==> config.mk <==
export PLATFORM = sky130hd
export DESIGN_NAME = acs_sequencer
export DESIGN_NICKNAME = d
export VERILOG_FILES = /design/src/hw/acs_pkg.sv /design/src/hw/acs_store_if.sv /design/src/hw/acs_set_store.sv /design/src/hw/acs_sequencer.sv
export VERILOG_INCLUDE_DIRS = /design/src /design/src/hw
export SDC_FILE = /design/constraint.sdc
export NUM_CORES = 1
export LEC_CHECK = 0
export ABC_AREA = 0
export BUFFER_PORTS_ARGS = -buffer_cell sky130_fd_sc_hd__buf_2
export CORE_MARGIN = 4
export CORE_UTILIZATION = 56
export CTS_CLUSTER_SIZE = 28
export DETAILED_ROUTE_END_ITERATION = 12
export PLACE_DENSITY_LB_ADDON = 0.25
export SLEW_MARGIN = 20
export SYNTH_ARGS = -nofsm -noshare
export SYNTH_HDL_FRONTEND = slang
export SYNTH_SLANG_ARGS = --single-unit
==> constraint.sdc <==
create_clock -name sys_clk -period 3.4 [get_ports sys_clk]
set_input_delay 0.68 -clock sys_clk [delete_from_list [all_inputs] [get_ports sys_clk]]
set_output_delay 0.68 -clock sys_clk [all_outputs]
set_load 0.05 [all_outputs]
==> src/hw/acs_defines.svh <==
`ifndef ACS_DEFINES_SVH
`define ACS_DEFINES_SVH

// ==========================================================
// Sizes
`define ACS_SET_N      8
`define ACS_SET_W      3
`define ACS_FEAT_N     4
`define ACS_FEAT_IW    2
`define ACS_FEAT_W     8
`define ACS_SRC_N      4
`define ACS_SRC_W      2

// ==========================================================
// Feature web: row i (4 bits at 4*i) lists what feature i depends on
`define ACS_DEP_MAP    16'h0802
`define ACS_AUTO_MASK  4'h5
`define ACS_FEAT_MAX   8'hf0
`define ACS_FEAT_RST   8'h00
`define ACS_PATH_ONLY  3'h0

// ==========================================================
// Reset values
`define ACS_IDX_RST    3'h0
`define ACS_SRC_RST    2'h0
`define ACS_MASK_RST   4'h0
`define ACS_VALID_RST  8'h00

`endif

==> src/hw/acs_pkg.sv <==
`include "acs_defines.svh"

package acs_pkg;
  typedef logic [`ACS_FEAT_W-1:0]       acs_val_type;
  typedef acs_val_type [`ACS_FEAT_N-1:0] acs_vals_type;
  typedef logic [`ACS_SET_W-1:0]        acs_idx_type;
  typedef acs_idx_type [`ACS_SET_N-1:0] acs_nexts_type;
  typedef enum logic [1:0] {ACS_Q_RISE, ACS_Q_FALL, ACS_Q_HIGH, ACS_Q_LOW} acs_qual_type;
  typedef struct packed {
    logic [`ACS_SRC_W-1:0] src;
    acs_qual_type          qual;
    acs_idx_type           next;
  } acs_path_type;
  typedef enum logic [1:0] {ACS_ST_IDLE, ACS_ST_SETUP, ACS_ST_RUN} acs_state_type;
endpackage : acs_pkg

==> src/hw/acs_store_if.sv <==
`timescale 1ns/1ps
`default_nettype none
`include "acs_defines.svh"

interface acs_store_if;
  logic                    save_we;
  acs_pkg::acs_idx_type    save_idx;
  acs_pkg::acs_vals_type   save_vals;
  logic                    path_we;
  acs_pkg::acs_idx_type    path_idx;
  acs_pkg::acs_path_type   path_wr;
  acs_pkg::acs_idx_type    rd_idx;
  acs_pkg::acs_vals_type   rd_vals;
  acs_pkg::acs_idx_type    act_idx;
  acs_pkg::acs_path_type   act_path;
  acs_pkg::acs_nexts_type  all_next;
  acs_pkg::acs_vals_type   cur_vals;
  logic [`ACS_FEAT_N-1:0]  fix_mask;
  logic [`ACS_SET_N-1:0]   fix_match;

  modport owner (output save_we, save_idx, save_vals, path_we, path_idx, path_wr, rd_idx, act_idx,
                 cur_vals, fix_mask, input rd_vals, act_path, all_next, fix_match);
  modport store (input save_we, save_idx, save_vals, path_we, path_idx, path_wr, rd_idx, act_idx,
                 cur_vals, fix_mask, output rd_vals, act_path, all_next, fix_match);
endinterface : acs_store_if

`default_nettype wire

==> src/hw/acs_set_store.sv <==
`timescale 1ns/1ps
`default_nettype none
`include "acs_defines.svh"

module acs_set_store (
  input  wire logic   sys_clk,
  input  wire logic   reset_n,
  acs_store_if.store  st
);
  acs_pkg::acs_vals_type vals_q [`ACS_SET_N];
  acs_pkg::acs_vals_type vals_d [`ACS_SET_N];
  acs_pkg::acs_path_type path_q [`ACS_SET_N];
  acs_pkg::acs_path_type path_d [`ACS_SET_N];

  // ==========================================================
  // Set memory
  always_comb begin
    vals_d = vals_q;
    path_d = path_q;
    if (st.save_we) begin
      vals_d[st.save_idx] = st.save_vals;
    end
    if (st.path_we) begin
      path_d[st.path_idx] = st.path_wr;
    end
  end

  always_ff @(posedge sys_clk or negedge reset_n) begin
    if (!reset_n) begin
      for (int i = 0; i < `ACS_SET_N; i++) begin
        vals_q[i] <= '{default: `ACS_FEAT_RST};
        path_q[i] <= '{src: `ACS_SRC_RST, qual: acs_pkg::ACS_Q_RISE, next: `ACS_IDX_RST};
      end
    end else begin
      vals_q <= vals_d;
      path_q <= path_d;
    end
  end

  // ==========================================================
  // Read ports and fixed-value comparison
  assign st.rd_vals  = vals_q[st.rd_idx];
  assign st.act_path = path_q[st.act_idx];

  for (genvar g = 0; g < `ACS_SET_N; g++) begin : g_set
    logic [`ACS_FEAT_N-1:0] diff;
    for (genvar f = 0; f < `ACS_FEAT_N; f++) begin : g_feat
      assign diff[f] = st.fix_mask[f] && (vals_q[g][f] != st.cur_vals[f]);
    end
    assign st.all_next[g]  = path_q[g].next;
    assign st.fix_match[g] = ~|diff;
  end
endmodule : acs_set_store

`default_nettype wire

==> src/hw/acs_sequencer.sv <==
`timescale 1ns/1ps
`default_nettype none
`include "acs_defines.svh"

// Contract
// - Eight settings sets, each stored separately
// - Setup entry classifies features, locks fixed ones
// - Fixed values locked in setup and run
// - Implied features stored, editable, locked running
// - Automatic features forced off while running
// - Save captures all active settings
// - Non-sequenced features never touched
// - Set index selects save, load, path target
// - Save checks set, reports its validity
// - Save may invalidate other sets
// - Load valid set any time
// - Only path zero is usable
// - Path holds trigger source and qualifier
// - Path holds next set index
// - Starting set chosen before run begins
// - Setup exit checks whole configuration
// - Run locks, loads start; stop keeps settings

module acs_sequencer (
  input  wire logic                                  sys_clk,
  input  wire logic                                  reset_n,
  input  wire logic [`ACS_FEAT_IW-1:0]               feature_pick,
  input  wire logic                                  feat_en_wr,
  input  wire logic                                  feature_sequencing_on,
  input  wire logic                                  setup_phase_switch,
  input  wire logic                                  run_switch,
  input  wire logic                                  streaming,
  input  wire logic [`ACS_SET_W-1:0]                 set_pick,
  input  wire logic                                  set_store_cmd,
  input  wire logic                                  set_apply_cmd,
  input  wire logic                                  path_wr,
  input  wire logic [`ACS_SET_W-1:0]                 branch_pick,
  input  wire logic [`ACS_SRC_W-1:0]                 hop_event_source,
  input  wire logic [1:0]                            hop_event_qualifier,
  input  wire logic [`ACS_SET_W-1:0]                 following_set,
  input  wire logic                                  first_set_wr,
  input  wire logic [`ACS_SET_W-1:0]                 first_set,
  input  wire logic                                  feat_wr,
  input  wire logic [`ACS_FEAT_IW-1:0]               feat_idx,
  input  wire logic [`ACS_FEAT_W-1:0]                feat_val,
  input  wire logic                                  auto_wr,
  input  wire logic [`ACS_FEAT_N-1:0]                auto_val,
  input  wire logic [`ACS_SRC_N-1:0]                 hop_events_pin,
  output logic      [`ACS_FEAT_N*`ACS_FEAT_W-1:0]    live_cfg,
  output logic      [`ACS_FEAT_N-1:0]                auto_eff,
  output logic      [`ACS_FEAT_N-1:0]                lock_mask,
  output logic      [`ACS_FEAT_N-1:0]                seq_mask,
  output logic                                       set_ok_flag,
  output logic                                       setup_ok_flag,
  output logic                                       in_setup,
  output logic                                       running,
  output logic      [`ACS_SET_W-1:0]                 active_set,
  output logic      [`ACS_SET_W-1:0]                 start_set,
  output logic                                       cmd_reject
);

  localparam logic [`ACS_FEAT_N*`ACS_FEAT_N-1:0] DEP_MAP = `ACS_DEP_MAP;

  // ==========================================================
  // Helpers
  function automatic logic [`ACS_FEAT_N-1:0] dep_row(input int i);
    dep_row = DEP_MAP[i*`ACS_FEAT_N +: `ACS_FEAT_N];
  endfunction : dep_row

  // Returns {fixed, implied} for a given direct mask
  function automatic logic [2*`ACS_FEAT_N-1:0] classify(input logic [`ACS_FEAT_N-1:0] dir);
    logic [`ACS_FEAT_N-1:0] imp;
    logic [`ACS_FEAT_N-1:0] need;
    imp  = '0;
    need = '0;
    for (int i = 0; i < `ACS_FEAT_N; i++) begin
      imp[i] = !dir[i] && (|(dep_row(i) & dir));
    end
    for (int i = 0; i < `ACS_FEAT_N; i++) begin
      if (dir[i] || imp[i]) begin
        need = need | dep_row(i);
      end
    end
    classify = {need & ~dir & ~imp, imp};
  endfunction : classify

  function automatic logic qual_hit(input acs_pkg::acs_qual_type q, input logic s, input logic p);
    case (q)
      acs_pkg::ACS_Q_RISE: qual_hit = s && !p;
      acs_pkg::ACS_Q_FALL: qual_hit = !s && p;
      acs_pkg::ACS_Q_HIGH: qual_hit = s;
      default:             qual_hit = !s;
    endcase
  endfunction : qual_hit

  function automatic logic in_range(input acs_pkg::acs_vals_type v, input logic [`ACS_FEAT_N-1:0] m);
    in_range = 1'b1;
    for (int i = 0; i < `ACS_FEAT_N; i++) begin
      if (m[i] && (v[i] > `ACS_FEAT_MAX)) begin
        in_range = 1'b0;
      end
    end
  endfunction : in_range

  function automatic logic chain_ok(input logic [`ACS_SET_N-1:0] ok, input acs_pkg::acs_nexts_type nx,
                                    input acs_pkg::acs_idx_type start);
    chain_ok = ok[start];
    for (int j = 0; j < `ACS_SET_N; j++) begin
      if (ok[j] && !ok[nx[j]]) begin
        chain_ok = 1'b0;
      end
    end
  endfunction : chain_ok

  // ==========================================================
  // Trigger pin synchronisers
  logic [`ACS_SRC_N-1:0] pin_s1_q;
  logic [`ACS_SRC_N-1:0] pin_s2_q;
  logic [`ACS_SRC_N-1:0] pin_prev_q;

  always_ff @(posedge sys_clk or negedge reset_n) begin
    if (!reset_n) begin
      pin_s1_q   <= '0;
      pin_s2_q   <= '0;
      pin_prev_q <= '0;
    end else begin
      pin_s1_q   <= hop_events_pin;
      pin_s2_q   <= pin_s1_q;
      pin_prev_q <= pin_s2_q;
    end
  end

  // ==========================================================
  // Set store
  acs_store_if sif ();

  acs_set_store u_store (
    .sys_clk (sys_clk),
    .reset_n (reset_n),
    .st      (sif.store)
  );

  // ==========================================================
  // Control state
  acs_pkg::acs_state_type st_q,     st_d;
  acs_pkg::acs_vals_type  cfg_q,    cfg_d;
  logic [`ACS_FEAT_N-1:0] auto_q,   auto_d;
  logic [`ACS_FEAT_N-1:0] en_q,     en_d;
  logic [`ACS_FEAT_N-1:0] imp_q,    imp_d;
  logic [`ACS_FEAT_N-1:0] fix_q,    fix_d;
  logic [`ACS_SET_N-1:0]  valid_q,  valid_d;
  acs_pkg::acs_idx_type   start_q,  start_d;
  acs_pkg::acs_idx_type   act_q,    act_d;
  logic                   cfg_ok_q, cfg_ok_d;
  logic                   rej_q,    rej_d;
  logic                   sw_set_q;
  logic                   sw_run_q;
  logic [`ACS_FEAT_N-1:0] lock_q,   lock_d;
  logic [`ACS_FEAT_N-1:0] aeff_q,   aeff_d;
  logic                   sok_q,    sok_d;
  logic [`ACS_FEAT_N-1:0] seq_q,    seq_d;
  logic                   stp_q,    stp_d;
  logic                   run_q,    run_d;
  logic                   ld;
  logic [`ACS_FEAT_N-1:0] seq_now;
  logic [`ACS_FEAT_N-1:0] lock_now;
  logic [2*`ACS_FEAT_N-1:0] cls;
  logic                   hit;

  assign seq_now = en_q | imp_q | fix_q;
  assign cls     = classify(en_q);
  assign hit     = qual_hit(sif.act_path.qual, pin_s2_q[sif.act_path.src], pin_prev_q[sif.act_path.src]);

  always_comb begin
    case (st_q)
      acs_pkg::ACS_ST_RUN:   lock_now = seq_now;
      acs_pkg::ACS_ST_SETUP: lock_now = fix_q;
      default:               lock_now = '0;
    endcase
  end

  always_comb begin
    st_d          = st_q;
    cfg_d         = cfg_q;
    auto_d        = auto_q;
    en_d          = en_q;
    imp_d         = imp_q;
    fix_d         = fix_q;
    valid_d       = valid_q;
    start_d       = start_q;
    act_d         = act_q;
    cfg_ok_d      = cfg_ok_q;
    rej_d         = 1'b0;
    ld            = 1'b0;
    sif.rd_idx    = set_pick;
    sif.save_we   = 1'b0;
    sif.save_idx  = set_pick;
    sif.save_vals = cfg_q;
    sif.path_we   = 1'b0;
    sif.path_idx  = set_pick;
    sif.path_wr   = '{src: hop_event_source, qual: acs_pkg::acs_qual_type'(hop_event_qualifier),
                      next: following_set};
    sif.act_idx   = act_q;
    sif.cur_vals  = cfg_q;
    sif.fix_mask  = fix_q;

    if (feat_wr) begin
      if (lock_now[feat_idx]) begin
        rej_d = 1'b1;
      end else begin
        cfg_d[feat_idx] = feat_val;
      end
    end
    if (auto_wr) begin
      if (st_q == acs_pkg::ACS_ST_RUN) begin
        rej_d = 1'b1;
      end else begin
        auto_d = auto_val & `ACS_AUTO_MASK;
      end
    end
    if (first_set_wr) begin
      if (st_q == acs_pkg::ACS_ST_RUN || !valid_q[first_set]) begin
        rej_d = 1'b1;
      end else begin
        start_d = first_set;
      end
    end
    if (path_wr) begin
      if (st_q == acs_pkg::ACS_ST_RUN || branch_pick != `ACS_PATH_ONLY || !valid_q[following_set]) begin
        rej_d = 1'b1;
      end else begin
        sif.path_we = 1'b1;
      end
    end
    if (set_apply_cmd) begin
      if (valid_q[set_pick]) begin
        ld = 1'b1;
      end else begin
        rej_d = 1'b1;
      end
    end

    case (st_q)
      acs_pkg::ACS_ST_IDLE: begin
        if (feat_en_wr) begin
          en_d[feature_pick] = feature_sequencing_on;
        end
        if (set_store_cmd) begin
          rej_d = 1'b1;
        end
        if (setup_phase_switch && !sw_set_q) begin
          st_d  = acs_pkg::ACS_ST_SETUP;
          imp_d = cls[`ACS_FEAT_N-1:0];
          fix_d = cls[2*`ACS_FEAT_N-1:`ACS_FEAT_N];
        end else if (run_switch && !sw_run_q) begin
          if (cfg_ok_q && !streaming) begin
            st_d       = acs_pkg::ACS_ST_RUN;
            act_d      = start_q;
            sif.rd_idx = start_q;
            ld         = 1'b1;
          end else begin
            rej_d = 1'b1;
          end
        end
      end
      acs_pkg::ACS_ST_SETUP: begin
        if (feat_en_wr) begin
          rej_d = 1'b1;
        end
        if (set_store_cmd) begin
          sif.save_we = 1'b1;
          for (int j = 0; j < `ACS_SET_N; j++) begin
            valid_d[j] = valid_q[j] && sif.fix_match[j];
          end
          valid_d[set_pick] = in_range(cfg_q, seq_now);
        end
        if (!setup_phase_switch) begin
          st_d     = acs_pkg::ACS_ST_IDLE;
          cfg_ok_d = chain_ok(valid_d, sif.all_next, start_q);
        end
      end
      acs_pkg::ACS_ST_RUN: begin
        if (feat_en_wr || set_store_cmd) begin
          rej_d = 1'b1;
        end
        if (!run_switch) begin
          st_d = acs_pkg::ACS_ST_IDLE;
        end else if (hit) begin
          act_d      = sif.act_path.next;
          sif.rd_idx = sif.act_path.next;
          ld         = 1'b1;
        end
      end
      default: begin
        st_d = acs_pkg::ACS_ST_IDLE;
      end
    endcase

    if (ld) begin
      for (int i = 0; i < `ACS_FEAT_N; i++) begin
        if (seq_now[i]) begin
          cfg_d[i] = sif.rd_vals[i];
        end
      end
    end
  end

  always_comb begin
    case (st_d)
      acs_pkg::ACS_ST_RUN:   lock_d = en_d | imp_d | fix_d;
      acs_pkg::ACS_ST_SETUP: lock_d = fix_d;
      default:               lock_d = '0;
    endcase
    aeff_d = (st_d == acs_pkg::ACS_ST_RUN) ? '0 : auto_d;
    sok_d  = valid_d[set_pick];
    seq_d  = en_d | imp_d | fix_d;
    stp_d  = (st_d == acs_pkg::ACS_ST_SETUP);
    run_d  = (st_d == acs_pkg::ACS_ST_RUN);
  end

  always_ff @(posedge sys_clk or negedge reset_n) begin
    if (!reset_n) begin
      st_q     <= acs_pkg::ACS_ST_IDLE;
      cfg_q    <= '{default: `ACS_FEAT_RST};
      auto_q   <= `ACS_MASK_RST;
      en_q     <= `ACS_MASK_RST;
      imp_q    <= `ACS_MASK_RST;
      fix_q    <= `ACS_MASK_RST;
      valid_q  <= `ACS_VALID_RST;
      start_q  <= `ACS_IDX_RST;
      act_q    <= `ACS_IDX_RST;
      cfg_ok_q <= 1'b0;
      rej_q    <= 1'b0;
      sw_set_q <= 1'b0;
      sw_run_q <= 1'b0;
      lock_q   <= `ACS_MASK_RST;
      aeff_q   <= `ACS_MASK_RST;
      sok_q    <= 1'b0;
      seq_q    <= `ACS_MASK_RST;
      stp_q    <= 1'b0;
      run_q    <= 1'b0;
    end else begin
      st_q     <= st_d;
      cfg_q    <= cfg_d;
      auto_q   <= auto_d;
      en_q     <= en_d;
      imp_q    <= imp_d;
      fix_q    <= fix_d;
      valid_q  <= valid_d;
      start_q  <= start_d;
      act_q    <= act_d;
      cfg_ok_q <= cfg_ok_d;
      rej_q    <= rej_d;
      sw_set_q <= setup_phase_switch;
      sw_run_q <= run_switch;
      lock_q   <= lock_d;
      aeff_q   <= aeff_d;
      sok_q    <= sok_d;
      seq_q    <= seq_d;
      stp_q    <= stp_d;
      run_q    <= run_d;
    end
  end

  // ==========================================================
  // Outputs
  assign live_cfg      = cfg_q;
  assign auto_eff      = aeff_q;
  assign lock_mask     = lock_q;
  assign seq_mask      = seq_q;
  assign set_ok_flag   = sok_q;
  assign setup_ok_flag = cfg_ok_q;
  assign in_setup      = stp_q;
  assign running       = run_q;
  assign active_set    = act_q;
  assign start_set     = start_q;
  assign cmd_reject    = rej_q;

endmodule : acs_sequencer

`default_nettype wire

Word level (Yosys, flattened, before mapping)
Cells that the tools add are included.
{"block": "op_classes", "order_cmp": 26, "n_eq_ne": 43, "muxes": 138, "n_bitwise": 13, "reduce_logical": 109}
{"cell": "bitwise mux 256 bit", "n": 1}
{"cell": "!= test 8 bit", "n": 32}
{"cell": "2-to-1 mux 32 bit", "n": 6}
{"cell": "binary-select mux 32 bit (select 3 bit)", "n": 1}
{"cell": "demux 32 bit (select 3 bit)", "n": 1}
{"cell": "2-to-1 mux 8 bit", "n": 8}
{"cell": "logical AND 1 bit", "n": 63}
{"cell": "2-to-1 mux 1 bit", "n": 59}
{"cell": "bitwise mux 56 bit", "n": 1}
{"cell": "< comparator 3 x 4 -> 1 bit, second input constant", "n": 12}
{"cell": "2-to-1 mux 4 bit", "n": 10}
{"cell": "binary-select mux 1 bit (select 3 bit)", "n": 13}
{"cell": "bitwise mux 32 bit", "n": 1}
{"cell": "greater-than comparator 8 bit, second input constant", "n": 4}
{"cell": "OR reduction 4 bit", "n": 8}
{"cell": "2-to-1 mux 3 bit", "n": 10}
{"cell": "zero test 1 bit", "n": 25}
{"cell": "binary-select mux 7 bit (select 3 bit)", "n": 1}
{"cell": "demux 7 bit (select 3 bit)", "n": 1}
{"cell": "2-to-1 mux 7 bit", "n": 3}
{"cell": "demux 8 bit (select 2 bit)", "n": 1}
{"cell": "NOT 3 -> 4 bit", "n": 4}
{"cell": "OR 4 bit", "n": 4}
{"cell": "one-hot mux 4 bit (2 select lines)", "n": 2}
{"cell": "other kinds (27)", "n": 58}
{"block": "word_totals", "regBits": 407, "out_inout_bits": 55, "elab_cells": 410}

Logic depth before layout (Yosys ltp)
Gate-level depths: netlist (run 1).
{"block": "depth", "depth_word": 24, "ltp_mapped": 13}

Modules after synthesis
Synthesis (run 1) repeated with hierarchy kept, for this count alone.
{"block": "unflattened", "cells_unflattened": 1834, "area_unflattened_um2": 23139.7}
{"module": "acs_set_store", "instances": 1, "cells_per_inst": 1230, "area_each_um2": 17510.5}
{"module": "acs_sequencer", "instances": 1, "cells_per_inst": 604, "area_each_um2": 5629.1}

Least setup slack after synthesis (run 1)
No wires, ideal clock.
{"block": "synth_path", "kind": "register to register", "startpoint": "register act_q[0] (netlist: active_set[0])", "endpoint": "register cfg_q (netlist bit live_cfg[14])", "setup_time_ns": 0.124, "arrival_ns": 3.555, "required_ns": 3.276, "path_slack_ns": -0.279, "path_stages_with_launch": 14, "n_path_buf": 3, "period_less_slack_ns": 3.679, "cell_sequence": "dfrtp_1 buf_2 mux4_2 mux2i_4 mux2i_1 mux2i_1 or4b_1 a21boi_1 nor3_2 buf_4 buf_2 a21oi_1 a221oi_1 o31a_1"}
{"element": "start: declaration", "line_no": "acs_sequencer.sv:153", "source": "acs_pkg::acs_idx_type act_q, act_d;"}
{"element": "start signal: assignment", "line_no": "acs_sequencer.sv:331", "source": "act_q <= `ACS_IDX_RST;"}
{"element": "start signal: assignment", "line_no": "acs_sequencer.sv:351", "source": "act_q <= act_d;"}
{"element": "end signal: assignment", "line_no": "acs_sequencer.sv:344", "source": "cfg_q <= cfg_d;"}
{"element": "end: declaration", "line_no": "acs_sequencer.sv:146", "source": "acs_pkg::acs_vals_type cfg_q, cfg_d;"}

==> run_results.csv, run 1 <==
group,metric,value,unit
status,status,"finished, violations left",
synthesis,syn_nets,2096,
sta,finalWorstSetupSlack,-0.246,ns
sta,hold_ws,0.157,ns
synthesis,yosysWarningCount,0,
die,die_y,208,um
final_layout,multiInputGateArea,12200,um^2
critical_path,cp.required,3.86,ns
global_route,grt_pass1_vias,17700,
critical_path,r2r_cells,14,
critical_path,regToRegSetupSlack,-0.25,ns
critical_path,critPathCaptureType,"flop",
critical_path,cp_slowest_cell,"mux4_2",
synthesis,synth-seq-cells,407,
global_route,grt_pass1_wl,104000,um
synthesis,synth_edf_count,0,
critical_path,r2r_start,"active_set[0]$_DFFE_PN0P_",
final_layout,final_cell_mix,"dfrtp_1, mux2_2, xnor2_1, nand2_1, buf_4",
final_layout,antenna-diode-count,0,
synthesis,synth.top_cell.area_share,0.453,
drt,dr.first_iter.drc_count,1858,
critical_path,cpPeakStageDelay,0.54,ns
sta,rsz0062_at_grt,"yes",
synthesis,avgSynthCellArea,11.0,um^2
final_layout,fillers,2890,
die,core,39700,um^2
drt,num_vias,17600,
placement,place_area,24600,um^2
critical_path,arrival,4.10,ns
clock_network,numCtsBuffers,45,
die,start_util,0.566,
power_and_ir_drop,vdd_ir_drop_max,744,uV
drt,routed_via_density,6.42,
sta,slew_headroom,0.456,
sta,period_needed,3.65,ns
drt,route.detailed.drc,0,
critical_path,worstPathCellList,"mux4_2 -> mux2i_4 -> mux2i_2 -> mux2i_4 -> or4b_4 -> a21boi_2 -> buf_4 -> nor3_4 -> buf_6 -> buf_16 -> buf_12 -> a21oi_4 -> a221oi_2 -> o31a_1",
synthesis,syn_area,22500,um^2
final_layout,area_delta_synth_final,20.4,%
clock_network,clk_pin_slew,0.06,ns
clock_network,cts_root_buf,"clkbuf_16",
critical_path,worst_r2r_endpoint,"live_cfg[1]$_DFF_PN0_",
synthesis,seq_area_frac_synth,0.453,
clock_network,insertion_delay,0.58,ns
die,dieArea,43400,um^2
clock_network,clockBufferDepth,3,
global_route,track_usage,0.301,
synthesis,yosys.area.top_type,"dfrtp_1",
drt,routedWlPerCell,24.4,um
clock_network,cts_sinks,407,
die,die_w,208,um
placement,dp_hpwl,43800,um
sta,worst_pin_slew,0.816,ns
global_route,antenna_found_initial,1,
placement,placedCellCount,2649,
sta,finalHoldViolCount,0,
run,drv_cap,0,
synthesis,async_flop_share,1.00,
final_layout,finalNonFillerCells,2750,
worst_hold_path,holdCritPathClass,"in -> async",
sta,max_freq,0.274,GHz
power_and_ir_drop,p_leak,11.2,nW
placement,port_buffers,101,
global_route,grt_overflow,0,
status,failed_checks,"negative setup slack",
drt,postRouteAntennaNets,0,
synthesis,ys_top_cells_by_area,"dfrtp_1, mux2_2, xnor2_1",
placement,gp_congestion,0.943,
critical_path,cp_top_family,"multiplexers",
sta,skew,0.0163,ns
drt,wl,67100,um
final_layout,finalNetCount,2247,
die,rows,73,
final_layout,layout_commonest_cell,"dfrtp_1",
clock_network,cts_tree,"done",
final_layout,drive_gt1_frac,0.386,
critical_path,cp.buffers_inverters,4,
synthesis,synth_ff_type,"dfrtp_1",
drt,dr.pass1.iters,7,
final_layout,final_area,27100,um^2
critical_path,crit_path_frequent_cell,"mux2i_4",
sta,drv_slew,0,
synthesis,syn_inst,2041,
power_and_ir_drop,power_density,1050,nW/um^2
critical_path,path_class,"reg -> reg",
final_layout,regArea,10200,um^2
die,ios,104,
final_layout,post-route-util,0.681,
sta,final.period_utilization,1.07,
sta,setup_violations,32,
global_route,grt_max_degree,98,
clock_network,htreeDepth,2,
critical_path,worstPathMaxFanout,8,
synthesis,yosysUniqueCellTypes,64,
critical_path,worstSetupStartpointType,"flop",
==> through the flow <==
stage	TNS (ns)	power (mW)	setup WS, ns
2_1_floorplan	0	17.8	0.00349
3_3_place_gp	-5.42	21.8	-0.238
3_5_place_dp	-8.52	22.1	-0.336
4_1_cts	-6.62	27.8	-0.259
5_1_grt	-10.02	29.9	-0.363
6_report	-6.36	28.4	-0.246
==> state kept, by name (all words and copies together), names as in the netlist, 2 cells and up <==
register	count
u_store.vals_q	256
live_cfg	32
u_store.path_q	32
u_store.st.all_next	24
valid_q	8
auto_eff	4
auto_q	4
en_q	4
fix_q	4
imp_q	4
lock_mask	4
pin_prev_q	4
pin_s1_q	4
pin_s2_q	4
seq_mask	4
active_set	3
start_set	3
st_q	2
==> power by group <==
group          leakage, nW  switching [mW]  internal [mW]  total [mW]
logic                 5.35            7.56           6.79        14.3
clock network        0.709            1.99           2.85        4.84
registers             5.15            2.42           6.82        9.25
==> cells in the mapped netlist (5+ instances only) <==
master	number
buf_1	16
mux2i_1	55
dfrtp_1	407
nand3_1	31
nor2b_1	9
o22ai_1	6
a22oi_1	10
buf_2	33
nand2b_1	12
ha_1	6
o21ai_1	6
nor2_1	28
or3_1	5
o31a_1	32
inv_1	18
mux4_2	28
xnor2_1	256
nand2_1	216
nor3_1	13
clkbuf_1	119
nand4_1	73
mux2_2	331
o21ai_0	53
a221oi_1	65
and2_1	7
a21oi_1	142
o211ai_1	5
buf_4	5
==> layer usage <==
layer	vias up	part of all wire	track usage
met4	0	0.039	0.127
met3	158	0.083	0.0467
met1	8976	0.41	0.424
met2	878	0.46	0.468
li1	7631	-	-
met5	-	0	0
==> how the worst max path moves through the flow <==
stage	start	endpoint	slack [ns]	depth (start not counted)
global placement	active_set[0]$_DFFE_PN0P_	live_cfg[14]$_DFF_PN0_	-0.24	12
CTS	active_set[0]$_DFFE_PN0P_	live_cfg[1]$_DFF_PN0_	-0.26	14
finish	active_set[0]$_DFFE_PN0P_	live_cfg[1]$_DFF_PN0_	-0.25	14
detailed placement	active_set[0]$_DFFE_PN0P_	live_cfg[2]$_DFF_PN0_	-0.34	11
floorplan	active_set[0]$_DFFE_PN0P_	live_cfg[14]$_DFF_PN0_	0.003	13
global route	active_set[0]$_DFFE_PN0P_	live_cfg[4]$_DFF_PN0_	-0.36	13
==> timing repair <==
item	in CTS	in global routing
pin swaps	15	3
setup buffers	13	1
cloned	3	5
resized for setup	92	69
hold buffers	0	0
endpoints found under the setup margin	32	40
==> cells by family after synthesis <==
family          Yosys count  share of synthesized area
mux                     418                      0.221
simple gates            416                     0.0879
flops                   407                      0.453
compound gates          346                     0.0998
xor+xnor                256                     0.0997
buf+inv                 192                     0.0347
fa+ha+maj                 6                    0.00334
==> final cells by class <==
| class | count | area share |
|---|---|---|
| multi-input combinational | 1442 | 0.452 |
| sequential | 407 | 0.377 |
| tap | 525 | 0.0243 |
| inverter | 19 | 0.00264 |
| timing repair buffer | 277 | 0.0909 |
| clock inverter | 8 | 0.00273 |
| clock buffer | 72 | 0.0510 |
No activity file was read; power rests on OpenSTA's default activity.
==> run 2, diff against run 1 <==
--- a/config.mk
+++ b/config.mk
@@ -7,7 +7,7 @@
 export NUM_CORES = 1
 export LEC_CHECK = 0
 export ABC_AREA = 0
-export BUFFER_PORTS_ARGS = -buffer_cell sky130_fd_sc_hd__buf_2
+export BUFFER_PORTS_ARGS = -buffer_cell sky130_fd_sc_hd__buf_4
 export CORE_MARGIN = 4
 export CORE_UTILIZATION = 56
 export CTS_CLUSTER_SIZE = 28
==> run 2 against run 1 <==
  * The flow still finishes with violations (negative setup slack)
  * Critical path type unchanged
  * Sequential cell count unchanged
  * Sequential power down 1%
  * Worst hold slack worse by 0.070 ns
  * Global-route usage down 0.12 points
  * Routed wire length down 0.30%
==> run_results.csv, run 2 (synthesis gave the netlist of run 1 again) <==
group,metric,value,unit
global_route,grt_pass1_wl,102000,um
critical_path,worstSetupStartpointType,"flop",
drt,routedWlPerCell,24.5,um
critical_path,critPathCaptureType,"flop",
final_layout,area_delta_synth_final,20.2,%
placement,place_area,24800,um^2
final_layout,drive_gt1_frac,0.375,
final_layout,finalNetCount,2225,
die,dieArea,43400,um^2
power_and_ir_drop,power_density,1050,nW/um^2
power_and_ir_drop,p_total,28.3,mW
power_and_ir_drop,vdd_ir_drop_max,604,uV
die,rows,73,
drt,routed_via_density,6.38,
final_layout,finalNonFillerCells,2724,
critical_path,worstPathMaxFanout,26,
clock_network,clk_pin_slew,0.06,ns
critical_path,cp_slowest_cell,"or4b_4",
critical_path,cpPeakStageDelay,0.55,ns
clock_network,htreeDepth,2,
final_layout,fillers,2940,
critical_path,worst_r2r_endpoint,"live_cfg[6]$_DFF_PN0_",
global_route,track_usage,0.300,
placement,placedCellCount,2635,
sta,period_needed,3.59,ns
global_route,grt_max_degree,88,
sta,rsz0062_at_grt,"yes",
die,start_util,0.566,
placement,gp_congestion,0.950,
final_layout,antenna-diode-count,0,
clock_network,cts_root_buf,"clkbuf_16",
status,status,"finished, violations left",
global_route,antenna_found_initial,1,
global_route,grt_overflow,0,
die,die_y,208,um
sta,worst_pin_slew,0.827,ns
clock_network,cts_sinks,407,
sta,finalWorstSetupSlack,-0.190,ns
drt,postRouteAntennaNets,0,
final_layout,final_area,27000,um^2
critical_path,arrival,4.04,ns
final_layout,largest_register_ffs,256,
critical_path,path_class,"reg -> reg",
clock_network,numCtsBuffers,45,
sta,setup_violations,32,
sta,slew_headroom,0.449,
run,drv_cap,0,
sta,final.period_utilization,1.06,
placement,port_buffers,101,
worst_hold_path,holdCritPathClass,"in -> async",
critical_path,cp.required,3.85,ns
placement,dp_hpwl,43700,um
sta,max_freq,0.279,GHz
clock_network,clockBufferDepth,3,
drt,wl,66900,um
clock_network,cts_hold_buffers,0,
final_layout,multiInputGateArea,12200,um^2
sta,skew,0.0135,ns
sta,finalHoldViolCount,0,
critical_path,crit_path_frequent_cell,"buf_12",
status,failed_checks,"negative setup slack",
critical_path,regToRegSetupSlack,-0.19,ns
clock_network,cts_tree,"done",
critical_path,r2r_cells,13,
drt,num_vias,17400,
sta,drv_slew,0,
die,core,39700,um^2
final_layout,layout_commonest_cell,"dfrtp_1",
die,ios,104,
drt,dr.first_iter.drc_count,1711,
critical_path,cp.buffers_inverters,3,
global_route,grt_pass1_vias,17300,
critical_path,worstPathCellList,"mux4_2 -> mux2i_4 -> mux2i_1 -> mux2i_2 -> or4b_4 -> a21boi_2 -> buf_4 -> nor3_4 -> buf_12 -> buf_12 -> a21oi_1 -> a221oi_2 -> o31a_1",
die,die_w,208,um
drt,dr.pass1.iters,6,
critical_path,r2r_start,"active_set[0]$_DFFE_PN0P_",
power_and_ir_drop,p_leak,11.2,nW
final_layout,post-route-util,0.680,
final_layout,largest_register,"u_store.vals_q",
drt,route.detailed.drc,0,
clock_network,insertion_delay,0.58,ns
final_layout,regArea,10200,um^2
final_layout,final_cell_mix,"dfrtp_1, mux2_2, xnor2_1, buf_4, nand2_1",
sta,hold_ws,0.0873,ns
critical_path,cp_top_family,"multiplexers",
[run 2: cell count changes in the layout (fill, tap and decap cells not counted), sizes merged]
cell      previous run  this run
bufinv               1         2
buf                273       253
clkinvlp             2         1
inv                 19        18
clkbuf              76        70
clkinv               5         6
[run 2: power breakdown]
group	switching (mW)	internal [mW]
registers	2.34	6.82
logic	7.57	6.72
clock network	1.97	2.83
total	11.9	16.4
[run 2: through the flow]
step / setup WS (ns) / setup TNS, ns
finish: -0.190 / -4.83
global route: -0.348 / -8.98
CTS: -0.183 / -5.19
detailed placement: -0.272 / -6.15
global placement: -0.185 / -4.90
floorplan: 0.00349 / 0
[run 2: timing repair]
| item | 4_1_cts | 5_1_grt |
|---|---|---|
| pin swaps | 7 | 10 |
| resized for setup | 38 | 111 |
| gates cloned | 2 | 2 |
| endpoints found under the setup margin | 32 | 54 |
| buffers inserted | 7 | 5 |
[run 2: worst reg2reg max path, stage by stage (launching register included)]
cell and delay (ns):
dfrtp_2 0.42, mux4_2 0.54, mux2i_4 0.22, mux2i_1 0.27
mux2i_2 0.14, or4b_4 0.55, a21boi_2 0.16, buf_4 0.14
nor3_4 0.04, buf_12 0.19, buf_12 0.19, a21oi_1 0.26
a221oi_2 0.11, o31a_1 0.24
[run 2: layout make-up]
type	count	share of cell area
Clock buffer	68	0.0493
Tap cell	525	0.0243
Multi-Input combinational cell	1442	0.453
Sequential cell	407	0.377
Inverter	19	0.00264
Clock inverter	8	0.00343
Timing Repair Buffer	255	0.0896
[run 2: how the worst max path moves through the flow]
stage	from	to	cells after the start
6_report	active_set[0]$_DFFE_PN0P_	live_cfg[6]$_DFF_PN0_	13
3_5_place_dp	active_set[0]$_DFFE_PN0P_	live_cfg[2]$_DFF_PN0_	11
4_1_cts	active_set[0]$_DFFE_PN0P_	live_cfg[3]$_DFF_PN0_	13
2_1_floorplan	active_set[0]$_DFFE_PN0P_	live_cfg[14]$_DFF_PN0_	13
5_1_grt	active_set[0]$_DFFE_PN0P_	live_cfg[8]$_DFF_PN0_	13
3_3_place_gp	active_set[1]$_DFFE_PN0P_	live_cfg[1]$_DFF_PN0_	13
[run 2: routing by layer]
metal / GRT usage / vias up / wire length, um
met2: 0.473 / 807 / 31600
met4: 0.111 / 0 / 2470
li1: - / 7594 / -
met1: 0.426 / 8828 / 27700
met5: 0 / - / 0
met3: 0.0425 / 151 / 5110
